`src/rtl/loop_ctl_pkg.sv`:
```
package loop_ctl_pkg;

	// ----------------------------------------------------------------
	// Register map
	// ----------------------------------------------------------------
	localparam logic [11:0] ADDR_LOOP_CONTROL = 12'h000;
	localparam logic [11:0] ADDR_IRQ_STATUS   = 12'h004;
	localparam logic [11:0] ADDR_IRQ_MASK     = 12'h008;
	localparam logic [7:0]  LOOP_CONTROL_RESET = 8'hf1;
	localparam logic [7:0]  LOOP_CONTROL_WMASK = 8'hf7;
	localparam logic [1:0]  IRQ_MASK_RESET     = 2'h0;

	// ----------------------------------------------------------------
	// Field positions
	// ----------------------------------------------------------------
	localparam int BIT_MONITOR   = 7;
	localparam int BIT_POWER     = 6;
	localparam int BIT_AUTO      = 5;
	localparam int BIT_ACQ       = 4;
	localparam int BIT_TICK_RUN  = 2;
	localparam int BIT_WDOG_RUN  = 1;
	localparam int BIT_LIMP_EN   = 0;
	localparam int IRQ_BIT_RESET = 0;
	localparam int IRQ_BIT_LIMP  = 1;

	// AHB-Lite encodings.
	localparam logic [1:0] HTRANS_NONSEQ = 2'h2;
	localparam logic [1:0] HTRANS_SEQ    = 2'h3;

	// Status inputs from the surrounding clock generator.
	typedef struct packed {
		logic limp_clock_active;
		logic loop_clock_select;
		logic loop_wait_stop;
		logic pseudo_stop_select;
		logic stop_mode;
		logic wait_mode;
		logic special_mode;
		logic clock_failure;
	} clock_status_t;

	// Controls driven out to the loop and dividers.
	typedef struct packed {
		logic monitor_active;
		logic loop_powered;
		logic auto_bandwidth;
		logic high_bandwidth;
		logic tick_run;
		logic watchdog_run;
		logic clear_loop_select;
	} loop_drive_t;

	typedef enum logic [1:0] {
		FAIL_IDLE  = 2'b01,
		FAIL_ACTED = 2'b10
	} fail_state_t;

endpackage

```
`src/rtl/pll_control_register_logic.sv`:
```
// Design decisions made here: the address map and the AHB-Lite interface to the registers.
module pll_control_register_logic
	import loop_ctl_pkg::*;
(
	input  wire logic                         clk,
	input  wire logic                         reset,
	input  wire logic                         hsel,
	input  wire logic [11:0]                  haddr,
	input  wire logic [1:0]                   htrans,
	input  wire logic                         hwrite,
	input  wire logic [2:0]                   hsize,
	input  wire logic [31:0]                  hwdata,
	input  wire logic                         hready,
	output logic      [31:0]                  hrdata,
	output logic                              hreadyout,
	output logic                              hresp,
	input  wire loop_ctl_pkg::clock_status_t  status,
	input  wire logic                         vco_near_target,
	output loop_ctl_pkg::loop_drive_t         drive,
	output logic                              monitor_reset_request,
	output logic                              limp_entry_request,
	output logic                              irq
);
	import loop_ctl_pkg::*;

	// ----------------------------------------------------------------
	// Bus slave
	// ----------------------------------------------------------------
	logic        wr_pending;
	logic        rd_status_pending;
	logic [11:0] wr_addr;
	logic [7:0]  loop_control;
	logic        limp_write_used;
	logic [1:0]  irq_status;
	logic [1:0]  irq_mask;
	fail_state_t fail_state;
	fail_state_t next_fail_state;

	// Only whole-word writes are decoded; narrower writes are answered but ignored.
	wire addr_phase = hsel && hready && (htrans == HTRANS_NONSEQ || htrans == HTRANS_SEQ);
	wire word_size  = (hsize == 3'h2);
	wire take_write = addr_phase && hwrite && word_size;
	wire take_read  = addr_phase && !hwrite;

	// Registered write address; data arrives one cycle later.
	always_ff @(posedge clk) begin
		if (reset) begin
			wr_pending        <= 1'b0;
			wr_addr           <= 12'h000;
			rd_status_pending <= 1'b0;
		end else begin
			wr_pending        <= take_write;
			wr_addr           <= haddr;
			rd_status_pending <= take_read && haddr == ADDR_IRQ_STATUS;
		end
	end

	assign hreadyout = 1'b1;
	assign hresp     = 1'b0;

	// ----------------------------------------------------------------
	// Control register write qualification
	// ----------------------------------------------------------------
	wire       wr_ctl = wr_pending && wr_addr == ADDR_LOOP_CONTROL;
	wire [7:0] wd     = hwdata[7:0] & LOOP_CONTROL_WMASK;
	wire       limp   = status.limp_clock_active;

	wire next_monitor = (wr_ctl && !limp) ? wd[BIT_MONITOR] : loop_control[BIT_MONITOR];
	wire next_power = (wr_ctl && !status.loop_clock_select) ?
		wd[BIT_POWER] : loop_control[BIT_POWER];
	// Wait-stop holds the automatic bit high, so writes are moot meanwhile.
	wire next_auto = status.loop_wait_stop ? 1'b1 :
		(wr_ctl ? wd[BIT_AUTO] : loop_control[BIT_AUTO]);
	wire next_acq  = wr_ctl ? wd[BIT_ACQ] : loop_control[BIT_ACQ];
	wire next_tick = wr_ctl ? wd[BIT_TICK_RUN] : loop_control[BIT_TICK_RUN];
	wire next_wdog = wr_ctl ? wd[BIT_WDOG_RUN] : loop_control[BIT_WDOG_RUN];
	// Write-once outside special modes; never cleared while limp mode runs.
	wire limp_wr_ok = wr_ctl && (status.special_mode || !limp_write_used);
	wire limp_clear_blocked = limp && !wd[BIT_LIMP_EN];
	wire next_limp_en = (limp_wr_ok && !limp_clear_blocked) ?
		wd[BIT_LIMP_EN] : loop_control[BIT_LIMP_EN];

	// The control register itself.
	always_ff @(posedge clk) begin
		if (reset) begin
			loop_control    <= LOOP_CONTROL_RESET;
			limp_write_used <= 1'b0;
		end else begin
			loop_control    <= {next_monitor, next_power, next_auto, next_acq,
				1'b0, next_tick, next_wdog, next_limp_en};
			limp_write_used <= limp_write_used | wr_ctl;
		end
	end

	// ----------------------------------------------------------------
	// Drives to the loop and dividers
	// ----------------------------------------------------------------
	wire full_stop   = status.stop_mode && !status.pseudo_stop_select;
	wire pseudo_stop = status.stop_mode && status.pseudo_stop_select;
	wire monitor_on  = loop_control[BIT_MONITOR] && !full_stop;

	assign drive.monitor_active = monitor_on;
	assign drive.loop_powered   = loop_control[BIT_POWER] | limp;
	assign drive.auto_bandwidth = loop_control[BIT_AUTO];
	// Automatic mode picks acquisition while the oscillator is far from target.
	assign drive.high_bandwidth = loop_control[BIT_AUTO] ?
		!vco_near_target : loop_control[BIT_ACQ];
	// Dividers freeze, not reinitialise, in pseudo stop when their run bit is clear.
	assign drive.tick_run     = !pseudo_stop || loop_control[BIT_TICK_RUN];
	assign drive.watchdog_run = !pseudo_stop || loop_control[BIT_WDOG_RUN];
	assign drive.clear_loop_select = limp || status.stop_mode ||
		(status.wait_mode && status.loop_wait_stop);

	// ----------------------------------------------------------------
	// Crystal failure response
	// ----------------------------------------------------------------
	// One action per failure episode; it rearms when the failure clears.
	wire fail_seen = monitor_on && status.clock_failure;
	assign next_fail_state = (fail_state == FAIL_IDLE && fail_seen) ? FAIL_ACTED :
		(fail_state == FAIL_ACTED && !fail_seen) ? FAIL_IDLE : fail_state;
	wire fail_event = (fail_state == FAIL_IDLE) && fail_seen;
	wire ev_reset   = fail_event && !loop_control[BIT_LIMP_EN];
	wire ev_limp    = fail_event && loop_control[BIT_LIMP_EN];

	always_ff @(posedge clk) begin
		if (reset) begin
			fail_state            <= FAIL_IDLE;
			monitor_reset_request <= 1'b0;
			limp_entry_request    <= 1'b0;
		end else begin
			case (fail_state)
				FAIL_IDLE, FAIL_ACTED: fail_state <= next_fail_state;
				default:               fail_state <= FAIL_IDLE;
			endcase
			monitor_reset_request <= ev_reset;
			limp_entry_request    <= ev_limp;
		end
	end

	// ----------------------------------------------------------------
	// Interrupt status and mask
	// ----------------------------------------------------------------
	// A new event wins over the clear caused by reading the status word.
	wire [1:0] events = {ev_limp, ev_reset};
	always_ff @(posedge clk) begin
		if (reset) begin
			irq_status <= 2'h0;
			irq_mask   <= IRQ_MASK_RESET;
		end else begin
			irq_status <= (rd_status_pending ? 2'h0 : irq_status) | events;
			if (wr_pending && wr_addr == ADDR_IRQ_MASK)
				irq_mask <= hwdata[1:0];
		end
	end

	assign irq = |(irq_status & irq_mask);

	// ----------------------------------------------------------------
	// Read data
	// ----------------------------------------------------------------
	// Read data is registered at the address phase so it stands in the data phase.
	wire [31:0] rd_mux =
		(haddr == ADDR_LOOP_CONTROL) ? {24'h000000, loop_control} :
		(haddr == ADDR_IRQ_STATUS)   ? {30'h00000000, irq_status} :
		(haddr == ADDR_IRQ_MASK)     ? {30'h00000000, irq_mask} : 32'h00000000;

	always_ff @(posedge clk) begin
		if (reset)
			hrdata <= 32'h00000000;
		else if (take_read)
			hrdata <= rd_mux;
	end

endmodule

```
`config.mk`:
```
export PLATFORM = sky130hd
export DESIGN_NAME = pll_control_register_logic
export DESIGN_NICKNAME = d
export VERILOG_FILES = /design/src/rtl/loop_ctl_pkg.sv /design/src/rtl/pll_control_register_logic.sv
export SDC_FILE = /design/constraint.sdc
export NUM_CORES = 1
export LEC_CHECK = 0
export ABC_AREA = 0
export BUFFER_PORTS_ARGS = -buffer_cell sky130_fd_sc_hd__buf_4
export CAP_MARGIN = 25
export CORE_UTILIZATION = 43
export CTS_BUF_LIST = sky130_fd_sc_hd__clkbuf_4 sky130_fd_sc_hd__clkbuf_8
export DETAILED_ROUTE_END_ITERATION = 10
export GPL_TIMING_DRIVEN = 0
export PLACE_DENSITY = 0.81
export SLEW_MARGIN = 10
export SYNTH_ARGS = -nofsm -noshare
export SYNTH_HDL_FRONTEND = slang
export SYNTH_SLANG_ARGS = --single-unit
```
`constraint.sdc`:
```
create_clock -name clk -period 2.1 [get_ports clk]
set_clock_uncertainty 0.1 [all_clocks]
set_input_delay 0.105 -clock clk [delete_from_list [all_inputs] [get_ports clk]]
set_output_delay 0.105 -clock clk [all_outputs]
set_load 0.1 [all_outputs]
```
==> run_results.csv, run 1 <==
group,metric,value,unit
place,port_buffers,52,
floorplanning,rows,22,
sta,fin_crit,2.05,ns
synthesis,postSynthCellCount,173,
flow_run,drv_cap,0,
drt,ant_nets,0,
sta,hold_viol,0,
synthesis,yosysWarnings,0,
power,p_per_area,693,nW/µm²
cells_and_area,final_nets,344,
hold_path,hold_path.class,"input port to flip-flop",
cells_and_area,num-fill-cells,311,
worst_setup_path,cp-end-kind,"flip-flop",
place,hpwlAfterDp,2.66,mm
sta,fin_crit_sh,97.6,%
drt,drc,0,
clocking,cts-htree-levels,2,
sta,rsz0062_at_grt,"false",
clocking,clock_path_buffers,2,
floorplanning,die_area,4080,µm²
clocking,clkSinkCount,37,
global_route,grt_max_degree,11,
cells_and_area,syn_to_final_growth,53.1,%
global_route,antenna_found_initial,0,
floorplanning,chipWidth,63.9,µm
clocking,worstSkewPairLatency,0.29,ns
sta,fmax,488,MHz
power,p_sw,0.598,mW
power,p_sw_share,34.2,%
sta,setup_tns,0,ns
sta,finalSetupViolations,0,
synthesis,yosysUniqueCellTypes,36,
global_route,grt_pass1_vias,1454,
worst_setup_path,required,2.18,ns
synthesis,synth-seq-cells,37,
worst_setup_path,cp.arrival,2.13,ns
drt,viasPerCell,4.52,
sta,slew_violations,0,
synthesis,synth_area_per_cell,9.53,µm²
drt,initialDrtViolationCount,34,
drt,wl_per_cell,11.7,µm
cells_and_area,drive_gt1_share,34.1,%
clocking,cts_setup_buffers,0,
floorplanning,ios,107,
status,status,"finished, final reports clean",
worst_setup_path,crit_type,"flip-flop to flip-flop",
clocking,clkTransAtPathRegs,0.07,ns
drt,drt_pass1_iterations,4,
power,ir_drop,0.000394,V
clocking,cts_tree,"yes",
place,gp_congestion,0.821,
cells_and_area,diodes,0,
worst_setup_path,crit_path_max_fanout,10,
power,p_leak,1.21,nW
floorplanning,core,3660,µm²
clocking,cts-root-buf,"clkbuf_8",
global_route,grt.total_usage,20.5,%
floorplanning,initial_utilization,45.0,%
floorplanning,dieHeight,63.9,µm
synthesis,yosysSeqAreaShare,45.0,%
global_route,grt_overflow,0,
clocking,numCtsBuffers,5,
global_route,grt_pass1_wl,6.29,mm
worst_setup_path,startpoint_type,"flip-flop",
drt,num_vias,1477,
power,combPwrFrac,28.1,%
power,pwr-share-seq,42.5,%
sta,tightest_slew,0.508,ns
sta,holdWs,0.0286,ns
power,pwr-share-clk,29.3,%
worst_setup_path,r2r_setup_slack,0.05,ns
power,p_int,1.15,mW
sta,relSlewSlack,65.8,%
drt,drt_wl_total,3.82,mm
synthesis,syn_area,1650,µm²
-- worst paths after layout --
check / endpoint / cells past startpoint / start
max: loop_control[5]$_SDFFE_PP1P_ / 6 / wr_addr[1]$_SDFF_PP0_
min: loop_control[7]$_SDFFE_PP1P_ / 3 / hwdata[7]
min reg2reg: limp_write_used$_SDFF_PP0_ / 2 / limp_write_used$_SDFF_PP0_
max reg2reg: loop_control[5]$_SDFFE_PP1P_ / 6 / wr_addr[1]$_SDFF_PP0_
-- cell usage in the layout, fill, tap and decap left out, types with 6 or more instances in the layout --
cell,instances
a22o_1,6
nor2b_1,14
dlygate4sd3_1,22
dfxtp_1,37
clkbuf_8,6
inv_1,9
nor2_1,14
mux2i_1,6
conb_1,27
buf_4,82
-- final cells by class --
class	instances	area, µm²	share of cell area (%)
clock buffer	7	90.1	3.57
sequential	37	741	29.4
tap	48	60.1	2.38
inverter	9	33.8	1.34
multi-input combinational	119	751	29.8
timing repair buffer	74	611	24.2
buffer	33	236	9.38
-- cell families (layout without fill, tap and decap cells) --
group / count (synthesis) / count (layout) / synth area share (%)
flops: 37 / 37 / 45.0
other cells: 2 / 27 / 0.456
mux: 6 / 6 / 3.64
simple gates: 61 / 61 / 22.7
buf+inv: 42 / 123 / 16.2
fa+ha+maj: 2 / 2 / 1.52
compound gates: 23 / 23 / 10.5
-- per-layer routing --
| layer | track usage [%] | up-vias | wire [µm] | part of all wire, % |
|---|---|---|---|---|
| li1 | - | 750 | - | - |
| met1 | 22.7 | 668 | 1680 | 44 |
| met2 | 35.5 | 52 | 1840 | 48 |
| met3 | 5.00 | 7 | 201 | 5.3 |
| met4 | 11.4 | 0 | 91 | 2.4 |
| met5 | 0 | - | 0 | 0 |
-- cells in the mapped netlist (all sizes together) --
cell	instances	share of area, %
o311ai	2	1.1
nor4b	1	0.91
nand2	3	0.68
nand4b	2	1.1
nand4bb	1	0.68
mux2i	6	3.6
a32o	2	1.2
inv	9	2.0
nor2	14	3.2
conb	2	0.46
buf	30	14
ha	2	1.5
nand3b	2	0.91
nor4	6	3.0
a21oi	4	1.2
nand3	2	0.61
nor3	3	1.2
a2bb2oi	2	1.1
and3b	1	0.53
o21ai	4	1.2
or3	1	0.38
a22o	6	3.2
nand2b	3	1.1
clkbuf	3	0.68
a221o	1	0.61
and2	2	0.76
a211o	1	0.53
nor2b	14	5.3
dfxtp	37	45
nand4	3	1.1
and3	1	0.38
a31oi	1	0.38
or2	2	0.76
-- repair_timing --
item,in CTS,in global routing
endpoints found under the hold margin,22,0
gates resized for setup,0,4
setup endpoints to repair,0,1
hold buffers,22,0
-- metrics by stage --
step / power [mW] / instances / util, % / instance area, µm² / setup WS, ns
after floorplan: 1.12 / 198 / - / 1740 / 0.0259
after global placement: 1.21 / 298 / 59.9 / 2190 / 0.407
after detailed placement: 1.21 / 298 / 59.9 / 2190 / 0.391
after CTS: 1.75 / 327 / 68.4 / 2500 / 0.0397
after global routing: 1.83 / 327 / 68.9 / 2520 / 0.00321
final: 1.75 / 327 / 68.9 / 2520 / 0.0504
-- flip-flops by register name (all words and copies together), names as in the netlist --
| register | count |
|---|---|
| fail_state | 2 |
| hrdata | 7 |
| irq_mask | 2 |
| irq_status | 2 |
| limp_entry_request | 1 |
| limp_write_used | 1 |
| loop_control | 7 |
| monitor_reset_request | 1 |
| rd_status_pending | 1 |
| wr_addr | 12 |
| wr_pending | 1 |
-- power groups by stage --
stage,registers (mW),clock network [mW],logic [mW]
floorplan,0.768,0,0.354
detailed placement,0.757,0,0.455
global route,0.746,0.559,0.520
finish,0.743,0.513,0.492
CTS,0.741,0.519,0.486
global placement,0.755,0,0.451
-- critical path, cell delays in order (launching register included) --
cell and delay (ns):
dfxtp_1 0.33, nor4_4 0.30, nand4b_1 0.19, buf_4 0.22
mux2i_1 0.17, nand2_1 0.08, dlygate4sd3_1 0.55
Note: power is estimated with default switching activity, not from simulation.
==> inputs of run 2 (changes only) <==
Settings changed: CORE_UTILIZATION 43 to 39, PLACE_DENSITY 0.81 to 0.78.
Clock period 2.1 ns to 1.7 ns, I/O delays scaled along.
==> run 2 against run 1 <==
Against the previous run: cell count up 0.92%; combinational power up 24%; power up 22%; the flow now finishes with violations (negative setup slack); worst setup slack worse by 0.063 ns.
==> run_results.csv, run 2 (synthesized netlist as in run 1, its figures left out) <==
group,metric,value,unit
global_route,grt_max_degree,12,
drt,num_vias,1465,
drt,initialDrtViolationCount,56,
cells_and_area,largest_register_ffs,12,
place,dpl-instance-area,2200,µm²
worst_setup_path,cp.arrival,1.79,ns
cells_and_area,mostFrequentLayoutCells,"buf_4, dfxtp_1, conb_1",
worst_setup_path,setup.worst_path.end,"loop_control[0]$_SDFFE_PP1P_",
clocking,cts_tree,"yes",
global_route,grt_use_met2,32.4,%
sta,relSlewSlack,62.0,%
sta,fin_crit_sh,101,%
sta,worst_slack,-0.0122,ns
clocking,numCtsBuffers,5,
clocking,cts-root-buf,"clkbuf_8",
sta,tightest_slew,0.564,ns
drt,ant_nets,0,
cells_and_area,final_nets,344,
sta,hold_viol,0,
cells_and_area,reg_top3,"wr_addr: 12 flops, hrdata: 7 flops, loop_control: 7 flops",
floorplanning,ios,107,
global_route,antenna_found_initial,0,
power,p_per_area,840,nW/µm²
cells_and_area,layout_commonest_cell,"buf_4",
global_route,grt_overflow,0,
cells_and_area,final_area,2530,µm²
power,power.total,2.13,mW
sta,fmax,584,MHz
floorplanning,rows,23,
global_route,grt_pass1_vias,1360,
worst_setup_path,startpoint_type,"flip-flop",
floorplanning,initial_utilization,40.9,%
status,status,"finished with violations",
clocking,clkSinkCount,37,
place,port_buffers,52,
global_route,grt.total_usage,18.1,%
cells_and_area,diodes,0,
clocking,cts-htree-levels,2,
worst_setup_path,r2r_cells,4,
global_route,busiest_layer,"met2",
worst_setup_path,crit_type,"flip-flop to flip-flop",
place,hpwlAfterDp,2.81,mm
global_route,gr-usage-met3,3.94,%
power,ir_drop,0.000445,V
cells_and_area,largest_register,"wr_addr",
worst_setup_path,r2r-start,"wr_addr[4]$_SDFF_PP0_",
floorplanning,die_area,4490,µm²
status,violations,"negative setup slack",
cells_and_area,drive_gt1_share,35.4,%
worst_setup_path,rr_endpoint,"loop_control[0]$_SDFFE_PP1P_",
floorplanning,dieHeight,67,µm
power,p_leak,1.22,nW
worst_setup_path,cp-end-kind,"flip-flop",
worst_setup_path,critPathLaunch,"wr_addr[4]$_SDFF_PP0_",
worst_setup_path,required,1.77,ns
worst_setup_path,crit_path_max_fanout,2,
drt,drc,0,
global_route,grt_pass1_wl,5.96,mm
floorplanning,chipWidth,67,µm
clocking,worstSkewPairLatency,0.28,ns
sta,slew_violations,0,
sta,finalSetupViolations,1,
sta,setup_tns,-0.0122,ns
hold_path,hold_path.class,"input port to flip-flop",
drt,drt_wl_total,3.99,mm
clocking,clock_path_buffers,2,
flow_run,drv_cap,0,
drt,viasPerCell,4.44,
cells_and_area,final_util,62.8,%
cells_and_area,syn_to_final_growth,53.5,%
sta,fin_crit,1.71,ns
clocking,clkTransAtPathRegs,0.07,ns
drt,drt_pass1_iterations,4,
floorplanning,core,4030,µm²
global_route,grtUsageMet1,20.6,%
place,gp_congestion,0.787,
sta,rsz0062_at_grt,"true",
worst_setup_path,r2r_setup_slack,-0.01,ns
drt,wl_per_cell,12.1,µm
[run 2: final cells by class]
cell class / instances / area (µm²)
Multi-Input combinational cell: 119 / 761
Buffer: 33 / 234
Sequential cell: 37 / 742
Clock inverter: 2 / 10.0
Clock buffer: 6 / 76.3
Fill cell: 357 / 1500
Timing Repair Buffer: 74 / 611
Tap cell: 50 / 62.6
Inverter: 9 / 33.8
[run 2: worst min-delay path by stage]
stage | depth (start not counted) | start | to
after global routing | 3 | hwdata[7] | loop_control[7]$_SDFFE_PP1P_
after floorplan | 2 | status[5] | loop_control[5]$_SDFFE_PP1P_
after detailed placement | 3 | status[5] | loop_control[5]$_SDFFE_PP1P_
after CTS | 3 | hwdata[6] | loop_control[6]$_SDFFE_PP1P_
after global placement | 3 | status[5] | loop_control[5]$_SDFFE_PP1P_
final | 3 | hwdata[6] | loop_control[6]$_SDFFE_PP1P_
[run 2: layer usage]
metal / vias up / part of all wire [%]
li1: 747 / -
met1: 649 / 40
met2: 64 / 51
met3: 5 / 7.0
met4: 0 / 1.1
met5: - / 0
[run 2: worst max-delay path, cell delays in order, from the launching register on]
cell and delay [ns]:
dfxtp_2 0.34, nor4b_4 0.30, nand4b_1 0.19, or3_1 0.37, a221o_1 0.30
[run 2: report_power, final]
| group | switching, mW | internal, mW | leakage, nW | total (mW) |
|---|---|---|---|---|
| Combinational | 0.423 | 0.186 | 0.865 | 0.610 |
| Sequential | 0.0200 | 0.898 | 0.303 | 0.918 |
| Clock | 0.297 | 0.300 | 0.0484 | 0.597 |
| Total | 0.740 | 1.38 | 1.22 | 2.13 |
[run 2: per-stage QoR]
step	std cells	hold slack [ns]	worst slack (ns)
final	330	0.0139	-0.0122
after detailed placement	300	0.193	-0.0184
after CTS	330	0.0140	-0.0111
after global placement	300	0.189	0.000141
after global routing	330	0.0293	-0.107
after floorplan	198	0.0766	0.159
[run 2: what timing repair did]
action	4_1_cts	5_1_grt
gates resized for setup	1	3
endpoints found under the setup margin	1	9
pin swaps	3	2
setup buffers	0	0
hold endpoints to repair	22	0
hold buffers	22	0
==> inputs of run 3 (changes only) <==
Settings changed: CAP_MARGIN 25 to 10, CTS_BUF_LIST sky130_fd_sc_hd__clkbuf_4 sky130_fd_sc_hd__clkbuf_8 to sky130_fd_sc_hd__clkbuf_4.
==> run 3 against run 2 <==
Against the previous run: the flow now finishes without violations; clock power down 23%; core utilization up 0.22 points; wire length up 2.8%; via count up 1.2%; maximum frequency up 0.99%; clock-buffer cell count unchanged; worst setup slack better by 0.017 ns; critical path depth unchanged; sequential power about the same; non-clock buffer count up 4; largest power group unchanged.
==> run_results.csv, run 3 (synthesized netlist as in run 1, its figures left out) <==
group,metric,value,unit
drt,wl_met3,288,µm
cells_and_area,mostFrequentLayoutCells,"buf_4, dfxtp_1, conb_1",
sta,relSlewSlack,64.1,%
floorplanning,initial_utilization,40.9,%
floorplanning,die_area,4490,µm²
status,status,"finished, final reports clean",
global_route,grt.total_usage,18.5,%
hold_path,hold_path.class,"input port to flip-flop",
power,power.total,1.99,mW
drt,wl_met1,1.65,mm
clocking,clkSinkCount,37,
cells_and_area,diodes,0,
sta,finalSetupViolations,0,
place,dp_cells,300,
power,ir_drop,0.000410,V
global_route,grt_pass1_vias,1358,
clocking,cts-root-buf,"clkbuf_4",
drt,drc,0,
floorplanning,chipWidth,67,µm
sta,fmax,590,MHz
worst_setup_path,r2r_setup_slack,0.004,ns
worst_setup_path,startpoint_type,"flip-flop",
cells_and_area,syn_to_final_growth,54.1,%
sta,worst_slack,0.00449,ns
cells_and_area,layout.cells.non_filler,334,
drt,wl_met2,2.10,mm
cells_and_area,multi_input_area,761,µm²
clocking,numCtsBuffers,5,
drt,highest_layer,"met4",
drt,drt_wl_total,4.10,mm
drt,viasPerCell,4.44,
global_route,antenna_found_initial,0,
place,port_buffers,52,
worst_setup_path,r2r-start,"wr_addr[9]$_SDFF_PP0_",
sta,fin_crit_sh,99.7,%
floorplanning,rows,23,
worst_setup_path,crit_path_max_fanout,2,
floorplanning,ios,107,
drt,num_vias,1483,
sta,slew_violations,0,
cells_and_area,seqCellArea,742,µm²
drt,drt_pass1_iterations,6,
floorplanning,dieHeight,67,µm
sta,rsz0062_at_grt,"true",
hold_path,holdPathStages,4,
sta,holdWs,0.0229,ns
drt,initialDrtViolationCount,74,
place,dpl-instance-area,2200,µm²
place,hpwlAfterDp,2.81,mm
cells_and_area,final_nets,348,
hold_path,min_to,"loop_control[0]$_SDFFE_PP1P_",
cells_and_area,drive_gt1_share,34.9,%
worst_setup_path,required,1.84,ns
place,gp_congestion,0.787,
worst_setup_path,crit_type,"flip-flop to flip-flop",
worst_setup_path,r2r_cells,4,
clocking,clkTransAtPathRegs,0.11,ns
clocking,clock_path_buffers,2,
cells_and_area,final_util,63.0,%
global_route,grt_pass1_wl,6.02,mm
place,pre_cts_slack,-0.0184,ns
hold_path,min_from,"status[1]",
sta,tightest_slew,0.533,ns
worst_setup_path,cp-end-kind,"flip-flop",
global_route,grt_overflow,0,
sta,fin_crit,1.70,ns
global_route,grt_max_degree,12,
flow_run,drv_cap,0,
power,p_leak,1.22,nW
drt,wl_per_cell,12.3,µm
sta,hold_viol,0,
cells_and_area,largest_register,"wr_addr",
cells_and_area,layout_commonest_cell,"buf_4",
floorplanning,core,4030,µm²
sta,setup_tns,0,ns
worst_setup_path,cp.arrival,1.83,ns
cells_and_area,reg_top3,"wr_addr: 12 flops, hrdata: 7 flops, loop_control: 7 flops",
clocking,cts-htree-levels,2,
clocking,cts_tree,"yes",
worst_setup_path,rr_endpoint,"loop_control[0]$_SDFFE_PP1P_",
clocking,worstSkewPairLatency,0.34,ns
drt,ant_nets,0,
cells_and_area,largest_register_ffs,12,
cells_and_area,final_area,2540,µm²
cells_and_area,num-fill-cells,358,
power,p_per_area,786,nW/µm²
## run 3: final cells by class
type | instances | share of cell area (%)
flip-flops and latches | 37 | 29.2
clock inverters | 2 | 0.394
plain buffers | 33 | 9.22
repair buffers | 78 | 25.6
inverters | 9 | 1.33
multi-input cells | 119 | 30.0
clock buffers | 6 | 1.77
well taps | 50 | 2.46
## run 3: critical path, cell delays in order (launching register included)
cell and delay, ns:
dfxtp_1 0.32, nor4_2 0.32, nand4b_1 0.19, or3_1 0.37, a221o_1 0.30
## run 3: worst max-delay path by stage
stage	startpoint	end	slack, ns	depth (start not counted)
floorplan	wr_addr[4]$_SDFF_PP0_	loop_control[0]$_SDFFE_PP1P_	0.16	4
global placement	wr_addr[4]$_SDFF_PP0_	loop_control[0]$_SDFFE_PP1P_	0.0001	4
detailed placement	wr_addr[4]$_SDFF_PP0_	loop_control[0]$_SDFFE_PP1P_	-0.02	4
CTS	wr_addr[6]$_SDFF_PP0_	loop_control[0]$_SDFFE_PP1P_	-0.02	4
global route	wr_addr[6]$_SDFF_PP0_	loop_control[0]$_SDFFE_PP1P_	-0.11	4
finish	wr_addr[9]$_SDFF_PP0_	loop_control[0]$_SDFFE_PP1P_	0.004	4
## run 3: metal layers
metal / GRT usage, % / vias to the layer above
met5: 0 / -
met4: 8.24 / 0
met3: 4.11 / 7
met2: 33.3 / 59
met1: 20.4 / 660
li1: - / 757
## run 3: what timing repair did
item | in CTS | in global routing
buffers inserted | 0 | 0
endpoints found under the hold margin | 23 | 0
pin swaps | 1 | 0
gates resized for setup | 2 | 2
setup endpoints to repair | 1 | 9
hold buffers | 26 | 0
## run 3: power by group
part           switching [mW]  internal, mW  total [mW]
sequential             0.0200         0.898       0.918
combinational           0.425         0.191       0.617
clock                   0.286         0.174       0.459
total                   0.731          1.26        1.99
